`config.mk`:
```
export PLATFORM = sky130hd
export DESIGN_NAME = drive_control_status_words
export DESIGN_NICKNAME = d
export VERILOG_FILES = /design/src/hw/drive_cmd_pkg.sv /design/src/hw/drive_control_status_words.sv
export SDC_FILE = /design/constraint.sdc
export NUM_CORES = 1
export LEC_CHECK = 0
export BUFFER_PORTS_ARGS = -buffer_cell sky130_fd_sc_hd__buf_4
export CAP_MARGIN = 20
export CORE_MARGIN = 2
export CORE_UTILIZATION = 45
export DETAILED_ROUTE_END_ITERATION = 8
export PLACE_DENSITY_LB_ADDON = 0.15
export SLEW_MARGIN = 20
export SYNTH_ARGS = -nofsm -noshare
export SYNTH_HDL_FRONTEND = slang
export SYNTH_SLANG_ARGS = --single-unit
```
`constraint.sdc`:
```
create_clock -name sys_clk_in -period 2.8 [get_ports sys_clk_in]
set_input_delay 0.28 -clock sys_clk_in [delete_from_list [all_inputs] [get_ports sys_clk_in]]
set_output_delay 0.28 -clock sys_clk_in [all_outputs]
set_load 0.02 [all_outputs]
```
`src/hw/drive_cmd_pkg.sv`:
```
/*
 * constants for the drive command/status word interpreter: register map,
 * field positions, reset values, source and profile encodings.
 * assumes a 32-bit apb register bus with word-aligned registers.
 */
package drive_cmd_pkg;
   // register byte offsets
   localparam logic [7:0] off_cmd_terminal = 8'h00;
   localparam logic [7:0] off_cmd_display = 8'h04;
   localparam logic [7:0] off_cmd_modbus = 8'h08;
   localparam logic [7:0] off_cmd_canopen = 8'h0c;
   localparam logic [7:0] off_cmd_fieldbus = 8'h10;
   localparam logic [7:0] off_cmd_ethernet = 8'h14;
   localparam logic [7:0] off_config = 8'h18;
   localparam logic [7:0] off_reference = 8'h1c;
   localparam logic [7:0] off_speed_limits = 8'h20;
   localparam logic [7:0] off_drive_inputs = 8'h24;
   localparam logic [7:0] off_drive_command_word = 8'h28;
   localparam logic [7:0] off_drive_state_word = 8'h2c;
   localparam logic [7:0] off_pre_ramp_reference = 8'h30;
   localparam logic [7:0] off_run_status = 8'h34;
   // config register fields
   localparam int cfg_cmd_src_lsb = 0;
   localparam int cfg_ref_src_lsb = 4;
   localparam int cfg_profile_bit = 8;
   localparam int cfg_wire_bit = 9;
   localparam int cfg_stop_type_lsb = 12;
   localparam logic [15:0] config_reset = 16'h0000;
   // drive inputs register fields (plant state fed in by software)
   localparam int in_supply_bit = 0;
   localparam int in_power_only_bit = 1;
   localparam int in_fault_bit = 2;
   localparam int in_warning_bit = 3;
   localparam int in_stop_key_bit = 4;
   localparam int in_reverse_bit = 5;
   localparam int in_speed_mode_bit = 6;
   localparam int in_ref_reached_bit = 7;
   // command word bits, device-state profile
   localparam int cw_switch_on = 0;
   localparam int cw_enable_voltage = 1;
   localparam int cw_quick_stop_n = 2;
   localparam int cw_enable_op = 3;
   localparam int cw_fault_reset = 7;
   localparam int cw_halt = 8;
   localparam logic [15:0] cw_assignable_mask = 16'hf800;
   // command word bits, io profile
   localparam int cmd_bit_zero = 0;
   localparam int cmd_bit_one = 1;
   // state word bits
   localparam int sw_ready = 0;
   localparam int sw_switched_on = 1;
   localparam int sw_op_enabled = 2;
   localparam int sw_fault = 3;
   localparam int sw_voltage = 4;
   localparam int sw_quick_stop = 5;
   localparam int sw_sw_on_disabled = 6;
   localparam int sw_warning = 7;
   localparam int sw_remote = 9;
   localparam int sw_ref_reached = 10;
   localparam int sw_limit = 11;
   localparam int sw_stop_key = 14;
   localparam int sw_direction = 15;
   // reference in 0.1 hz units, signed, limit 599.0 hz
   localparam logic signed [15:0] ref_max_dhz = 16'sh1766;
   localparam logic signed [15:0] ref_reset = 16'sh0000;
   localparam logic [31:0] limits_reset = 32'h0000_0000;
   localparam logic [15:0] word_reset = 16'h0000;

   // command and reference channels
   typedef enum logic [2:0] {
      src_terminal_block = 3'h0,
      src_display_terminal = 3'h1,
      src_modbus = 3'h2,
      src_canopen = 3'h3,
      src_fieldbus_module = 3'h4,
      src_embedded_ethernet = 3'h5
   } channel_t;
endpackage : drive_cmd_pkg

```
`src/hw/drive_control_status_words.sv`:
```
/*
 * drive command/status word interpreter: selects the active channel's
 * command word, decodes it under the device-state or io profile, runs
 * the device state machine and builds the 16-bit state word.
 * assumes an apb master on sys_clk_in and plant status written by
 * software into the drive inputs register.
 */
// Local design decisions: the APB register port and the placing of the registers.
`timescale 1ns/100ps

// Functional notes
// one selected channel drives command and reference
// bit 0 set means switch on
// bit 1 clear disables voltage, bit 2 quick-stops
// bit 3 set enables operation
// fault reset on bit 7 rising edge
// bit 8 halts yet stays operation enabled
// two-wire: bit 0 is forward level
// two-wire bit 0 obeyed on active channel
// three-wire: bit 0 authorises running
// three-wire: bit 1 rising edge runs forward
// three-wire bits obeyed on active channel
// read-only pre-ramp reference, clamped, resets zero
// state bits 0..2: ready, on, enabled
// state bit 3 shows fault
// state bit 4 supply, forced by power-only
// state bit 5 quick stop, 6 disabled
// state bit 7 shows any warning
// state bit 9 shows network source
// state bit 10 shows reference reached
// state bit 11 shows reference outside limits; here only while the speed-mode input is set
// state bit 14 shows stop key stop
// state bit 15 shows reverse rotation
// reserved state bits zero, reserved commands ignored
module drive_control_status_words
   import drive_cmd_pkg::*;
(
   // clock and reset
   input wire logic sys_clk_in,
   input wire logic resetn_in,
   // apb slave
   input wire logic psel_in,
   input wire logic penable_in,
   input wire logic pwrite_in,
   input wire logic [7:0] paddr_in,
   input wire logic [31:0] pwdata_in,
   output logic [31:0] prdata_out,
   output logic pready_out,
   output logic pslverr_out,
   // drive commands to motor control
   output logic run_out,
   output logic forward_out,
   output logic halt_out,
   output logic quick_stop_out,
   output logic fault_reset_out,
   output logic [1:0] stop_type_out,
   output logic [15:0] assignable_out,
   output logic [15:0] state_word_out
);

   ////////////////////////////////////////////////////////////////////////
   // state

   // device-state profile states
   // quick stop is its own state so the stop ramp can be told apart
   // from a plain disable; leaving it always passes through disabled
   // so a fresh switch-on sequence is needed to run again
   typedef enum logic [2:0] {
      st_disabled, st_ready, st_switched_on, st_op_enabled,
      st_quick_stop, st_fault
   } dev_state_t;

   logic [15:0] cmd_word_q [6]; // one command word per channel
   logic [15:0] config_q; // source selects, profile, stop type
   logic signed [15:0] ref_q; // requested reference, 0.1 hz units
   logic [31:0] limits_q; // high limit [31:16], low limit [15:0]
   logic [7:0] inputs_q; // plant conditions from software
   dev_state_t state_q, state_d; // device state machine
   logic fault_bit_q; // previous fault-reset bit, for edge detect
   logic fwd_bit_q; // previous 3-wire forward bit
   logic latch_q; // 3-wire run latch
   logic [15:0] eff_cmd_q; // last active channel word
   logic signed [15:0] pre_ramp_q; // clamped reference, read-only
   logic [15:0] status_q; // registered state word

   ////////////////////////////////////////////////////////////////////////
   // decode

   // register selects and field views
   wire channel_t cmd_src = channel_t'(config_q[cfg_cmd_src_lsb +: 3]);
   wire channel_t ref_src = channel_t'(config_q[cfg_ref_src_lsb +: 3]);
   wire io_profile = config_q[cfg_profile_bit];
   wire three_wire = config_q[cfg_wire_bit];
   wire apb_write = psel_in & penable_in & pwrite_in;
   wire cmd_area = (paddr_in < off_config) & (paddr_in[1:0] == 2'b00);
   wire [2:0] cmd_index = paddr_in[4:2];
   // only the selected channel's word reaches the decoder
   wire [15:0] cmd_word =
      cmd_word_q[cmd_src];
   wire signed [15:0] high_lim = limits_q[31:16];
   wire signed [15:0] low_lim = limits_q[15:0];

   // device-state profile bits; reserved 4..6, 9, 10 never read
   wire c_switch = cmd_word[cw_switch_on];
   wire c_voltage = cmd_word[cw_enable_voltage];
   wire c_qstop = ~cmd_word[cw_quick_stop_n];
   wire c_enable = cmd_word[cw_enable_op];
   wire c_halt = cmd_word[cw_halt];
   wire fault_edge =
      cmd_word[cw_fault_reset] & ~fault_bit_q;

   // io profile: two-wire level forward, three-wire edge forward
   wire run_auth = cmd_word[cmd_bit_zero];
   wire fwd_edge =
      cmd_word[cmd_bit_one] & ~fwd_bit_q;
   wire latch_d = run_auth & (latch_q | fwd_edge);
   wire io_run = three_wire ? latch_d :
      cmd_word[cmd_bit_zero];

   // reference clamp to +/- 599.0 hz
   wire signed [15:0] ref_clamped =
      (ref_q > ref_max_dhz) ? ref_max_dhz :
      (ref_q < -ref_max_dhz) ? -ref_max_dhz : ref_q;
   wire out_of_limits = (ref_q > high_lim) |
      (ref_q < low_lim);

   ////////////////////////////////////////////////////////////////////////
   // device state machine

   // next state from active command word and fault input
   // the fault input overrides every command, so a stuck fault keeps
   // the drive parked even while the fault-reset bit toggles
   // in the io profile the state only mirrors the run decision; the
   // switch-on sequence bits have no meaning there
   always_comb begin
      state_d = state_q;
      case (state_q)
         st_disabled: begin
            if (c_voltage & ~c_qstop & ~c_switch) begin
               state_d = st_ready;
            end
         end
         st_ready: begin
            if (~c_voltage | c_qstop) begin
               state_d = st_disabled;
            end else if (c_switch) begin
               state_d = st_switched_on;
            end
         end
         st_switched_on: begin
            if (~c_voltage | c_qstop) begin
               state_d = st_disabled;
            end else if (~c_switch) begin
               state_d = st_ready;
            end else if (c_enable) begin
               state_d = st_op_enabled;
            end
         end
         st_op_enabled: begin
            // halt keeps this state; the stop happens by ramp type
            if (~c_voltage) begin
               state_d = st_disabled;
            end else if (c_qstop) begin
               state_d = st_quick_stop;
            end else if (~c_switch) begin
               state_d = st_ready;
            end else if (~c_enable) begin
               state_d = st_switched_on;
            end
         end
         st_quick_stop: begin
            if (~c_voltage | ~c_qstop) begin
               state_d = st_disabled;
            end
         end
         st_fault: begin
            // level on bit 7 does nothing, only the edge clears
            if (fault_edge & ~inputs_q[in_fault_bit]) begin
               state_d = st_disabled;
            end
         end
         default: begin
            state_d = st_disabled;
         end
      endcase
      if (inputs_q[in_fault_bit]) begin
         state_d = st_fault;
      end
      if (io_profile) begin
         state_d = inputs_q[in_fault_bit] ? st_fault :
            (io_run ? st_op_enabled : st_switched_on);
      end
   end

   // state word assembly; reserved bits 8, 12, 13 stay zero
   // quick stop bit is active low: it reads 1 while no quick stop runs
   // remote bit looks at the command source only; a network reference
   // with terminal commands still reads as local here
   logic [15:0] status_d;
   always_comb begin
      status_d = word_reset;
      status_d[sw_ready] = (state_q != st_disabled) &
         (state_q != st_fault);
      status_d[sw_switched_on] = (state_q == st_switched_on) |
         (state_q == st_op_enabled);
      status_d[sw_op_enabled] = (state_q == st_op_enabled);
      status_d[sw_fault] = (state_q == st_fault);
      status_d[sw_voltage] = inputs_q[in_supply_bit] |
         inputs_q[in_power_only_bit];
      status_d[sw_quick_stop] = (state_q != st_quick_stop);
      status_d[sw_sw_on_disabled] = (state_q == st_disabled);
      status_d[sw_warning] = inputs_q[in_warning_bit];
      status_d[sw_remote] = (cmd_src != src_terminal_block) &
         (cmd_src != src_display_terminal);
      status_d[sw_ref_reached] = inputs_q[in_ref_reached_bit];
      status_d[sw_limit] = inputs_q[in_speed_mode_bit] &
         out_of_limits;
      status_d[sw_stop_key] = inputs_q[in_stop_key_bit];
      status_d[sw_direction] = inputs_q[in_reverse_bit];
   end

   ////////////////////////////////////////////////////////////////////////
   // registers written by software

   // apb writes; every access completes in its first access cycle
   // writes to read-only or unmapped offsets are dropped silently;
   // the error response comes from the answer process below
   // plant inputs are software-written, so no pin synchroniser is
   // needed: they already live on this clock
   always_ff @(posedge sys_clk_in or negedge resetn_in) begin
      if (!resetn_in) begin
         for (int i = 0; i < 6; i++) begin
            cmd_word_q[i] <= word_reset;
         end
         config_q <= config_reset;
         ref_q <= ref_reset;
         limits_q <= limits_reset;
         inputs_q <= 8'h00;
      end else if (apb_write) begin
         if (cmd_area) begin
            cmd_word_q[cmd_index] <= pwdata_in[15:0];
         end
         if (paddr_in == off_config) begin
            config_q <= pwdata_in[15:0];
         end
         if (paddr_in == off_reference) begin
            ref_q <= pwdata_in[15:0];
         end
         if (paddr_in == off_speed_limits) begin
            limits_q <= pwdata_in;
         end
         if (paddr_in == off_drive_inputs) begin
            inputs_q <= pwdata_in[7:0];
         end
      end
   end

   ////////////////////////////////////////////////////////////////////////
   // command state and edge history

   // edge history follows the active word so a channel swap can
   // itself produce an edge; that matches a fresh channel taking over
   always_ff @(posedge sys_clk_in or negedge resetn_in) begin
      if (!resetn_in) begin
         state_q <= st_disabled;
         fault_bit_q <= 1'b0;
         fwd_bit_q <= 1'b0;
         latch_q <= 1'b0;
         eff_cmd_q <= word_reset;
      end else begin
         state_q <= state_d;
         fault_bit_q <= cmd_word[cw_fault_reset];
         fwd_bit_q <= cmd_word[cmd_bit_one];
         latch_q <= io_profile & three_wire & latch_d;
         eff_cmd_q <= cmd_word;
      end
   end

   ////////////////////////////////////////////////////////////////////////
   // outputs

   // the one reference register passes only while the reference source selects a defined channel
   wire ref_valid = (ref_src <= src_embedded_ethernet);

   // registered drive commands and status
   // all outputs come from flip-flops, one edge after the decode, so
   // the motor side never sees a glitch from a half-written word
   // run uses the next state so it agrees with the state word that
   // appears one edge later
   // halt only gates run in the device-state profile; the io profile
   // has no halt bit of its own
   always_ff @(posedge sys_clk_in or negedge resetn_in) begin
      if (!resetn_in) begin
         run_out <= 1'b0;
         forward_out <= 1'b0;
         halt_out <= 1'b0;
         quick_stop_out <= 1'b0;
         fault_reset_out <= 1'b0;
         stop_type_out <= 2'h0;
         assignable_out <= word_reset;
         state_word_out <= word_reset;
         status_q <= word_reset;
         pre_ramp_q <= ref_reset;
      end else begin
         run_out <= (state_d == st_op_enabled) &
            (io_profile | ~c_halt);
         forward_out <= io_profile & io_run;
         halt_out <= ~io_profile & c_halt &
            (state_d == st_op_enabled);
         quick_stop_out <= (state_d == st_quick_stop);
         fault_reset_out <= ~io_profile & fault_edge;
         stop_type_out <= config_q[cfg_stop_type_lsb +: 2];
         // freely assignable bits depend on the profile and wiring
         assignable_out <= io_profile ?
            (three_wire ? (cmd_word & 16'hfffc) :
             (cmd_word & 16'hfffe)) :
            (cmd_word & cw_assignable_mask);
         state_word_out <= status_d;
         status_q <= status_d;
         pre_ramp_q <= ref_valid ? ref_clamped : ref_reset;
      end
   end

   // read mux
   // reads return zero in unused upper bits except the pre-ramp reference,
   // which is sign-extended so software sees a plain signed word
   // the run status word exposes the three-wire latch for debug only
   logic [31:0] rdata_d;
   always_comb begin
      rdata_d = 32'h0000_0000;
      if (cmd_area) begin
         rdata_d = {16'h0000, cmd_word_q[cmd_index]};
      end
      case (paddr_in)
         off_config: rdata_d = {16'h0000, config_q};
         off_reference: rdata_d = {16'h0000, ref_q};
         off_speed_limits: rdata_d = limits_q;
         off_drive_inputs: rdata_d = {24'h000000, inputs_q};
         off_drive_command_word: rdata_d = {16'h0000, eff_cmd_q};
         off_drive_state_word: rdata_d = {16'h0000, status_q};
         off_pre_ramp_reference: rdata_d = {{16{pre_ramp_q[15]}},
            pre_ramp_q};
         off_run_status: rdata_d = {29'h0, latch_q, run_out, forward_out};
         default: ;
      endcase
   end

   wire mapped = cmd_area | ((paddr_in >= off_config) &
      (paddr_in <= off_run_status) & (paddr_in[1:0] == 2'b00));
   wire setup = psel_in & ~penable_in;

   // apb answer: ready registered in the setup cycle
   // no wait states: read data is latched from the setup-cycle address
   // and stands exactly one cycle, together with ready
   // a master that drops penable early still gets one ready pulse,
   // which it must ignore
   always_ff @(posedge sys_clk_in or negedge resetn_in) begin
      if (!resetn_in) begin
         pready_out <= 1'b0;
         pslverr_out <= 1'b0;
         prdata_out <= 32'h0000_0000;
      end else begin
         pready_out <= setup;
         pslverr_out <= setup & ~mapped;
         prdata_out <= setup ? rdata_d : 32'h0000_0000;
      end
   end

endmodule : drive_control_status_words

```
==> reports/results.ini, run 1 <==
[timing]
slew_headroom_pct = 53.5
holdWs_ns = 0.0439
clock_skew_ns = 0.00981
fin_setup_tns_ns = 0
min_period_ns = 2.36
setup_viol = 0
slew_viol_final = 0
max_freq_ghz = 0.423
worst_slew_pin_slew_ns = 0.696
hold_viol = 0
period_share_pct = 84.4
grt_setup_unrepaired = no

[floorplanning]
rows = 62
die_w_um = 174
coreArea_um2 = 28600
die_area_um2 = 30400
initial_core_util_pct = 45.7
io_pins = 118
die_y_um = 174

[logic_synthesis]
synth_top_area_share_pct = 51.3
synthCells = 1073
yosys-top-cells-area = dfrtp_1 (51%), mux2_2 (14%), mux4_2 (5.3%)
yosys.area.top_type = dfrtp_1
seq_area_frac_synth_pct = 51.3
syn_avg_cell_area_um2 = 12.2
synth_edf_count = 0
async_flop_share_pct = 100
yosysWarnings = 0
synth.distinct_cells = 63
synthesis.area_um2 = 13100
synth_seq_cells = 268
synth_flop_cell = dfrtp_1

[setup_path]
worst-setup-path-type = reg -> reg
start_kind = flip-flop
r2r_cells = 6
r2r_start = config_q[0]$_DFFE_PN0P_
worstReg2RegEnd = run_out$_DFF_PN0_
cp-end-kind = flip-flop
worstPathMaxFanout = 15
r2r_slack_ns = 0.44
worstPathRequired_ns = 3.23
cp.arrival_ns = 2.79

[global_routing]
grt_first_pass_wirelength_um = 56400
grt_antenna_before_repair = 0
grt_max_degree = 67
grt_pass1_vias = 9234
overflow = 0
grt.total_usage_pct = 24.0

[finish]
drive_above_1_share_pct = 35.5
multiInputGateArea_um2 = 5820
register_area_um2 = 6710
num_antenna_cells = 0
fin_nets = 1288
fill_cells = 2446
area_delta_synth_final_pct = 19.7

[placement]
port_buffers = 113
gp_congestion = 0.886
dp_hpwl_um = 25500

[hold_path]
hold_depth = 3
whs_endpoint = config_q[2]$_DFFE_PN0P_
hp-class = in -> reg
hp-start = pwdata_in[2]

[run_status]
status = finished clean

[power]
power.leakage_nw = 7.62
pwr_density_cell_nw_per_um2 = 553
irDropWorstVdd_mv = 0.467

[route]
drt_iter0_markers = 613
wirelength_um = 35600
detail-route-antenna-nets = 0
routedWlPerCell_um = 22.0
route.vias.total = 9041
drtPass1Iterations = 5
vias_per_cell = 5.59
route.detailed.drc = 0

[clocking]
cts_tree = done
clock_latency_ns = 0.55
post_cts_resized = 0
clk_pin_slew_ns = 0.06
clock-sinks = 268
hold_buffers = 17
cts_max_path_buffers = 3
cts_buffers = 30
h-tree-depth = 1
clock-root-buffer = clkbuf_16
cts_setup_buffers = 0

[job]
cap_violations = 0

==> through the flow <==
stage | setup WS (ns) | utilization (%) | std cells | power (W) | instance area, um2
2_1_floorplan | 0.637 | - | 1076 | 0.00434 | 13100
3_3_place_gp | 0.371 | 50.5 | 1546 | 0.00465 | 14500
3_5_place_dp | 0.303 | 50.5 | 1546 | 0.00466 | 14500
4_1_cts | 0.467 | 54.7 | 1616 | 0.00874 | 15700
5_1_grt | 0.244 | 54.7 | 1616 | 0.00898 | 15700
6_report | 0.436 | 54.7 | 1616 | 0.00866 | 15700
==> registers in the layout, summed over array words and instances (netlist names), 2 cells and up <==
register	count
cmd_word_q	96
eff_cmd_q	15
inputs_q	8
state_q	3
config_q	16
prdata_out	32
pre_ramp_q	16
limits_q	32
stop_type_out	2
assignable_out	11
ref_q	16
status_q	13
==> metal layers <==
layer  part of all wire [%]  GRT usage (%)
met1                     46           34.6
met2                     47           38.7
met3                    5.0           3.32
met4                    2.2           5.76
met5                      0              0
==> layout make-up <==
| cell class | instances | area share [%] |
|---|---|---|
| Clock inverter | 14 | 0.999 |
| Clock buffer | 39 | 5.59 |
| Inverter | 49 | 1.17 |
| Sequential cell | 268 | 42.8 |
| Timing Repair Buffer | 176 | 9.16 |
| Multi-Input combinational cell | 686 | 37.2 |
| Tap cell | 384 | 3.07 |
==> cell families after synthesis <==
family | count (synthesis) | synth area share [%]
buffers and inverters | 122 | 4.33
AOI/OAI and AO/OA | 187 | 8.79
adders and majority gates | 32 | 3.06
DFF | 268 | 51.3
other | 1 | 0.0287
muxes | 259 | 24.7
and+or+nand+nor | 204 | 7.78
==> cells in the mapped netlist (all sizes together) (3+ instances only) <==
library cell	n
a22oi	7
a32oi	3
o22ai	9
a31oi	4
mux4	31
o21a	7
nor3b	4
nand3	12
buf	49
a21oi	63
o211ai	3
nor2	30
o21ai	48
mux2i	53
ha	32
dfrtp	268
a22o	4
o221ai	3
or2	3
nand2b	3
inv	48
nand4	8
clkbuf	24
and2	9
nand2	102
nor4	5
a211oi	10
nor2b	10
a2111oi	5
mux2	175
nor3	13
==> cells in the final DEF, fill, tap and decap left out, drive strengths merged, types with 10 or more instances in the layout <==
cell type	count
mux2	175
o21ai	48
nor2	30
nor3	13
nand2	102
mux4	31
ha	32
buf	159
a21oi	63
dlygate4sd3	17
a211oi	10
mux2i	53
inv	49
clkbuf	39
nor2b	10
nand3	12
dfrtp	268
==> power breakdown <==
| part | total, W | switching (W) | internal (W) |
|---|---|---|---|
| combinational | 0.000609 | 0.000370 | 0.000239 |
| sequential | 0.00400 | 0.0000592 | 0.00394 |
| clock | 0.00406 | 0.00160 | 0.00246 |
==> worst max-delay path: stages, from the launching register on <==
cell	delay, ns
dfrtp_2	0.64
mux2_2	0.41
a222oi_1	0.45
o21bai_1	0.23
a211oi_1	0.08
a21oi_1	0.30
a211oi_1	0.12
==> how the worst max path moves through the flow <==
stage	to	slack, ns	from
after floorplan	ref_q[10]$_DFFE_PN0P_	0.64	paddr_in[6]
after global placement	cmd_word_q[73]$_DFFE_PN0P_	0.37	paddr_in[6]
after detailed placement	cmd_word_q[70]$_DFFE_PN0P_	0.30	paddr_in[6]
after CTS	pre_ramp_q[12]$_DFF_PN0_	0.47	ref_q[2]$_DFFE_PN0P_
after global routing	pre_ramp_q[8]$_DFF_PN0_	0.24	ref_q[2]$_DFFE_PN0P_
final	run_out$_DFF_PN0_	0.44	config_q[0]$_DFFE_PN0P_
No activity file was read; power rests on OpenSTA's default activity.
==> run 2: changes to the inputs <==
==> constraint.sdc (replaced) <==
create_clock -name sys_clk_in -period 1.95 [get_ports sys_clk_in]
set_input_delay 0.195 -clock sys_clk_in [delete_from_list [all_inputs] [get_ports sys_clk_in]]
set_output_delay 0.195 -clock sys_clk_in [all_outputs]
set_load 0.02 [all_outputs]
==> run 2 against run 1 <==
The flow now finishes with violations (negative setup slack). Wire length increased by 7.1%. Setup slack got worse by 0.59 ns. Non-clock buffer count is 98 higher. First-iteration DRC count up 4.7%. Worst hold slack lost 0.012 ns. Critical path depth is 1 higher.
==> reports/results.ini, run 2 (synthesized netlist as in run 1, its figures left out) <==
[finish]
final_common_cell = dfrtp_1
drive_above_1_share_pct = 41.8  ; +6.4 points
multiInputGateArea_um2 = 6030  ; +3.6%
final_design_area_no_fill_um2 = 16700  ; +6.7%
num_antenna_cells = 0  ; unchanged
largest_register_ffs = 96  ; unchanged
area_delta_synth_final_pct = 27.7
register_area_um2 = 6710  ; about the same
layout_common_cells = dfrtp_1 (266), buf_4 (220), mux2_2 (163)
regMostFlops = cmd_word_q
fill_cells = 2435  ; -0.45%
reg_top3 = cmd_word_q: 96 flops, limits_q: 32 flops, prdata_out: 32 flops
fin_nets = 1385  ; +7.5%

[setup_path]
worst-setup-path-type = reg -> reg
cpPeakStageDelay_ns = 0.43  ; -0.21 ns
slowest_stage = a222oi_1
worstPathMaxFanout = 5  ; -10
r2r_slack_ns = -0.16  ; -0.59 ns
startpoint = config_q[0]$_DFFE_PN0P_
path_delay_family = compound AO/OA/AOI/OAI gates
crit_chain = buf_6 -> mux2_4 -> a222oi_1 -> o21bai_2 -> a211oi_2 -> a21oi_2 -> a211oi_2
path_depth = 7  ; +1
cp-end-kind = flip-flop
crit_path_end = run_out$_DFF_PN0_
crit_buf_inv = 1  ; +1
worstReg2RegEnd = run_out$_DFF_PN0_
r2r_start = config_q[0]$_DFFE_PN0P_
cp.arrival_ns = 2.52  ; -0.27 ns
r2r_cells = 7  ; +1
worstPathRequired_ns = 2.37  ; -0.86 ns
start_kind = flip-flop
crit_top_cell = a211oi_2

[timing]
hold_viol = 0  ; unchanged
fin_ws_ns = -0.157  ; -0.592 ns
clock_skew_ns = 0.0141  ; +0.00431 ns
grt_setup_unrepaired = yes
setup_viol = 13  ; +13
holdWs_ns = 0.0317  ; -0.0122 ns
max_freq_ghz = 0.475  ; +12%
slew_headroom_pct = 56.3  ; +2.9 points
min_period_ns = 2.11  ; -0.258 ns
slew_viol_final = 0  ; unchanged
period_share_pct = 108  ; +24 points
worst_slew_pin_slew_ns = 0.655  ; -0.0415 ns

[route]
routedWlPerCell_um = 22.2  ; +0.90%
route.vias.total = 9648  ; +6.7%
route.detailed.drc = 0  ; unchanged
vias_per_cell = 5.63  ; +0.55%
detail-route-antenna-nets = 0  ; unchanged
wirelength_um = 38100  ; +7.1%
drtPass1Iterations = 7  ; +2
drt_iter0_markers = 642  ; +4.7%

[hold_path]
hp-start = pwdata_in[9]
hp-class = in -> reg

[clocking]
clock_latency_ns = 0.56  ; about the same
h-tree-depth = 1  ; unchanged
cts_buffers = 29  ; -3.3%
clock-sinks = 268  ; unchanged
clk_pin_slew_ns = 0.06  ; about the same
clock-root-buffer = clkbuf_16
cts_max_path_buffers = 3  ; unchanged
cts_tree = done

[global_routing]
grt_antenna_before_repair = 0  ; unchanged
grt_max_degree = 61  ; -9.0%
grt_first_pass_wirelength_um = 59600  ; +5.7%
grt_pass1_vias = 9950  ; +7.8%
grt.total_usage_pct = 25.6  ; +1.5 points
overflow = 0  ; unchanged

[run_status]
status = finished, violations left
violations = negative setup slack

[power]
pwr_density_cell_nw_per_um2 = 735  ; +33%
power.leakage_nw = 8.16  ; +7.1%
irDropWorstVdd_mv = 0.949  ; +100%

[placement]
gp_congestion = 0.900  ; +1.6%
port_buffers = 113  ; unchanged
placed_cell_area_um2 = 15100  ; +4.8%
post-place-ws_ns = -0.295  ; -0.598 ns
dp_hpwl_um = 26900  ; +5.4%

[floorplanning]
die_w_um = 174  ; unchanged
coreArea_um2 = 28600  ; unchanged
initial_core_util_pct = 45.7  ; unchanged
io_pins = 118  ; unchanged
die_y_um = 174  ; unchanged
die_area_um2 = 30400  ; unchanged
rows = 62  ; unchanged

[job]
cap_violations = 0  ; unchanged

run 2: changes by cell type in the layout (fill, tap and decap cells not counted), sizes merged:
cell / before / now
buf: 159 / 244
bufinv: 3 / 2
clkbuf: 39 / 43
clkinv: 8 / 7
clkinvlp: 3 / 2
dlygate4sd3: 17 / 30
run 2: per-layer routing:
metal  share of wire, %  GRT usage (%)  wire, um  vias to the layer above
met3                5.4           3.43      2070                       66
li1                   -              -         -                     4336
met1                 44           36.0     16600                     4940
met5                  0              0         0                        -
met2                 48           41.7     18400                      306
met4                2.7           7.15      1040                        0
run 2: final cells by class:
type                    count  share of cell area, %
repair buffers            274                   14.0
clock buffers              43                   5.14
well taps                 384                   2.88
inverters                  49                   1.10
clock inverters            11                  0.681
flip-flops and latches    268                   40.1
multi-input cells         686                   36.1
run 2: worst min-delay path by stage:
stage,end,slack (ns),cells after the start
3_5_place_dp,limits_q[26]$_DFFE_PN0P_,0.17,1
6_report,limits_q[9]$_DFFE_PN0P_,0.03,2
5_1_grt,cmd_word_q[57]$_DFFE_PN0P_,0.02,2
3_3_place_gp,limits_q[26]$_DFFE_PN0P_,0.17,1
2_1_floorplan,assignable_out[10]$_DFF_PN0_,-0.10,0
4_1_cts,cmd_word_q[23]$_DFFE_PN0P_,0.006,2
run 2: power by group:
group / switching (W) / total [W] / internal, W
registers: 0.0000796 / 0.00573 / 0.00565
clock network: 0.00224 / 0.00554 / 0.00330
logic: 0.000582 / 0.00102 / 0.000435
total: 0.00290 / 0.0123 / 0.00939
run 2: repair_timing:
action,4_1_cts,5_1_grt
pin swaps,14,30
setup endpoints to repair,12,26
gates resized for setup,24,32
endpoints found under the hold margin,158,0
buffers inserted,7,4
hold buffers,30,0
run 2: worst reg2reg max path: stages, from the launching register on:
cell and delay, ns:
dfrtp_2 0.40, buf_6 0.13, mux2_4 0.29, a222oi_1 0.43, o21bai_2 0.23, a211oi_2 0.07, a21oi_2 0.29, a211oi_2 0.13
run 2: per-stage QoR:
step / setup TNS (ns) / utilization [%] / total power [W] / cells
finish: -0.876 / 58.4 / 0.0123 / 1715
global route: -2.36 / 58.4 / 0.0127 / 1715
CTS: -0.706 / 57.8 / 0.0124 / 1713
detailed placement: -13.40 / 52.9 / 0.00676 / 1623
global placement: -10.92 / 52.9 / 0.00675 / 1623
floorplan: -1.64 / - / 0.00623 / 1076
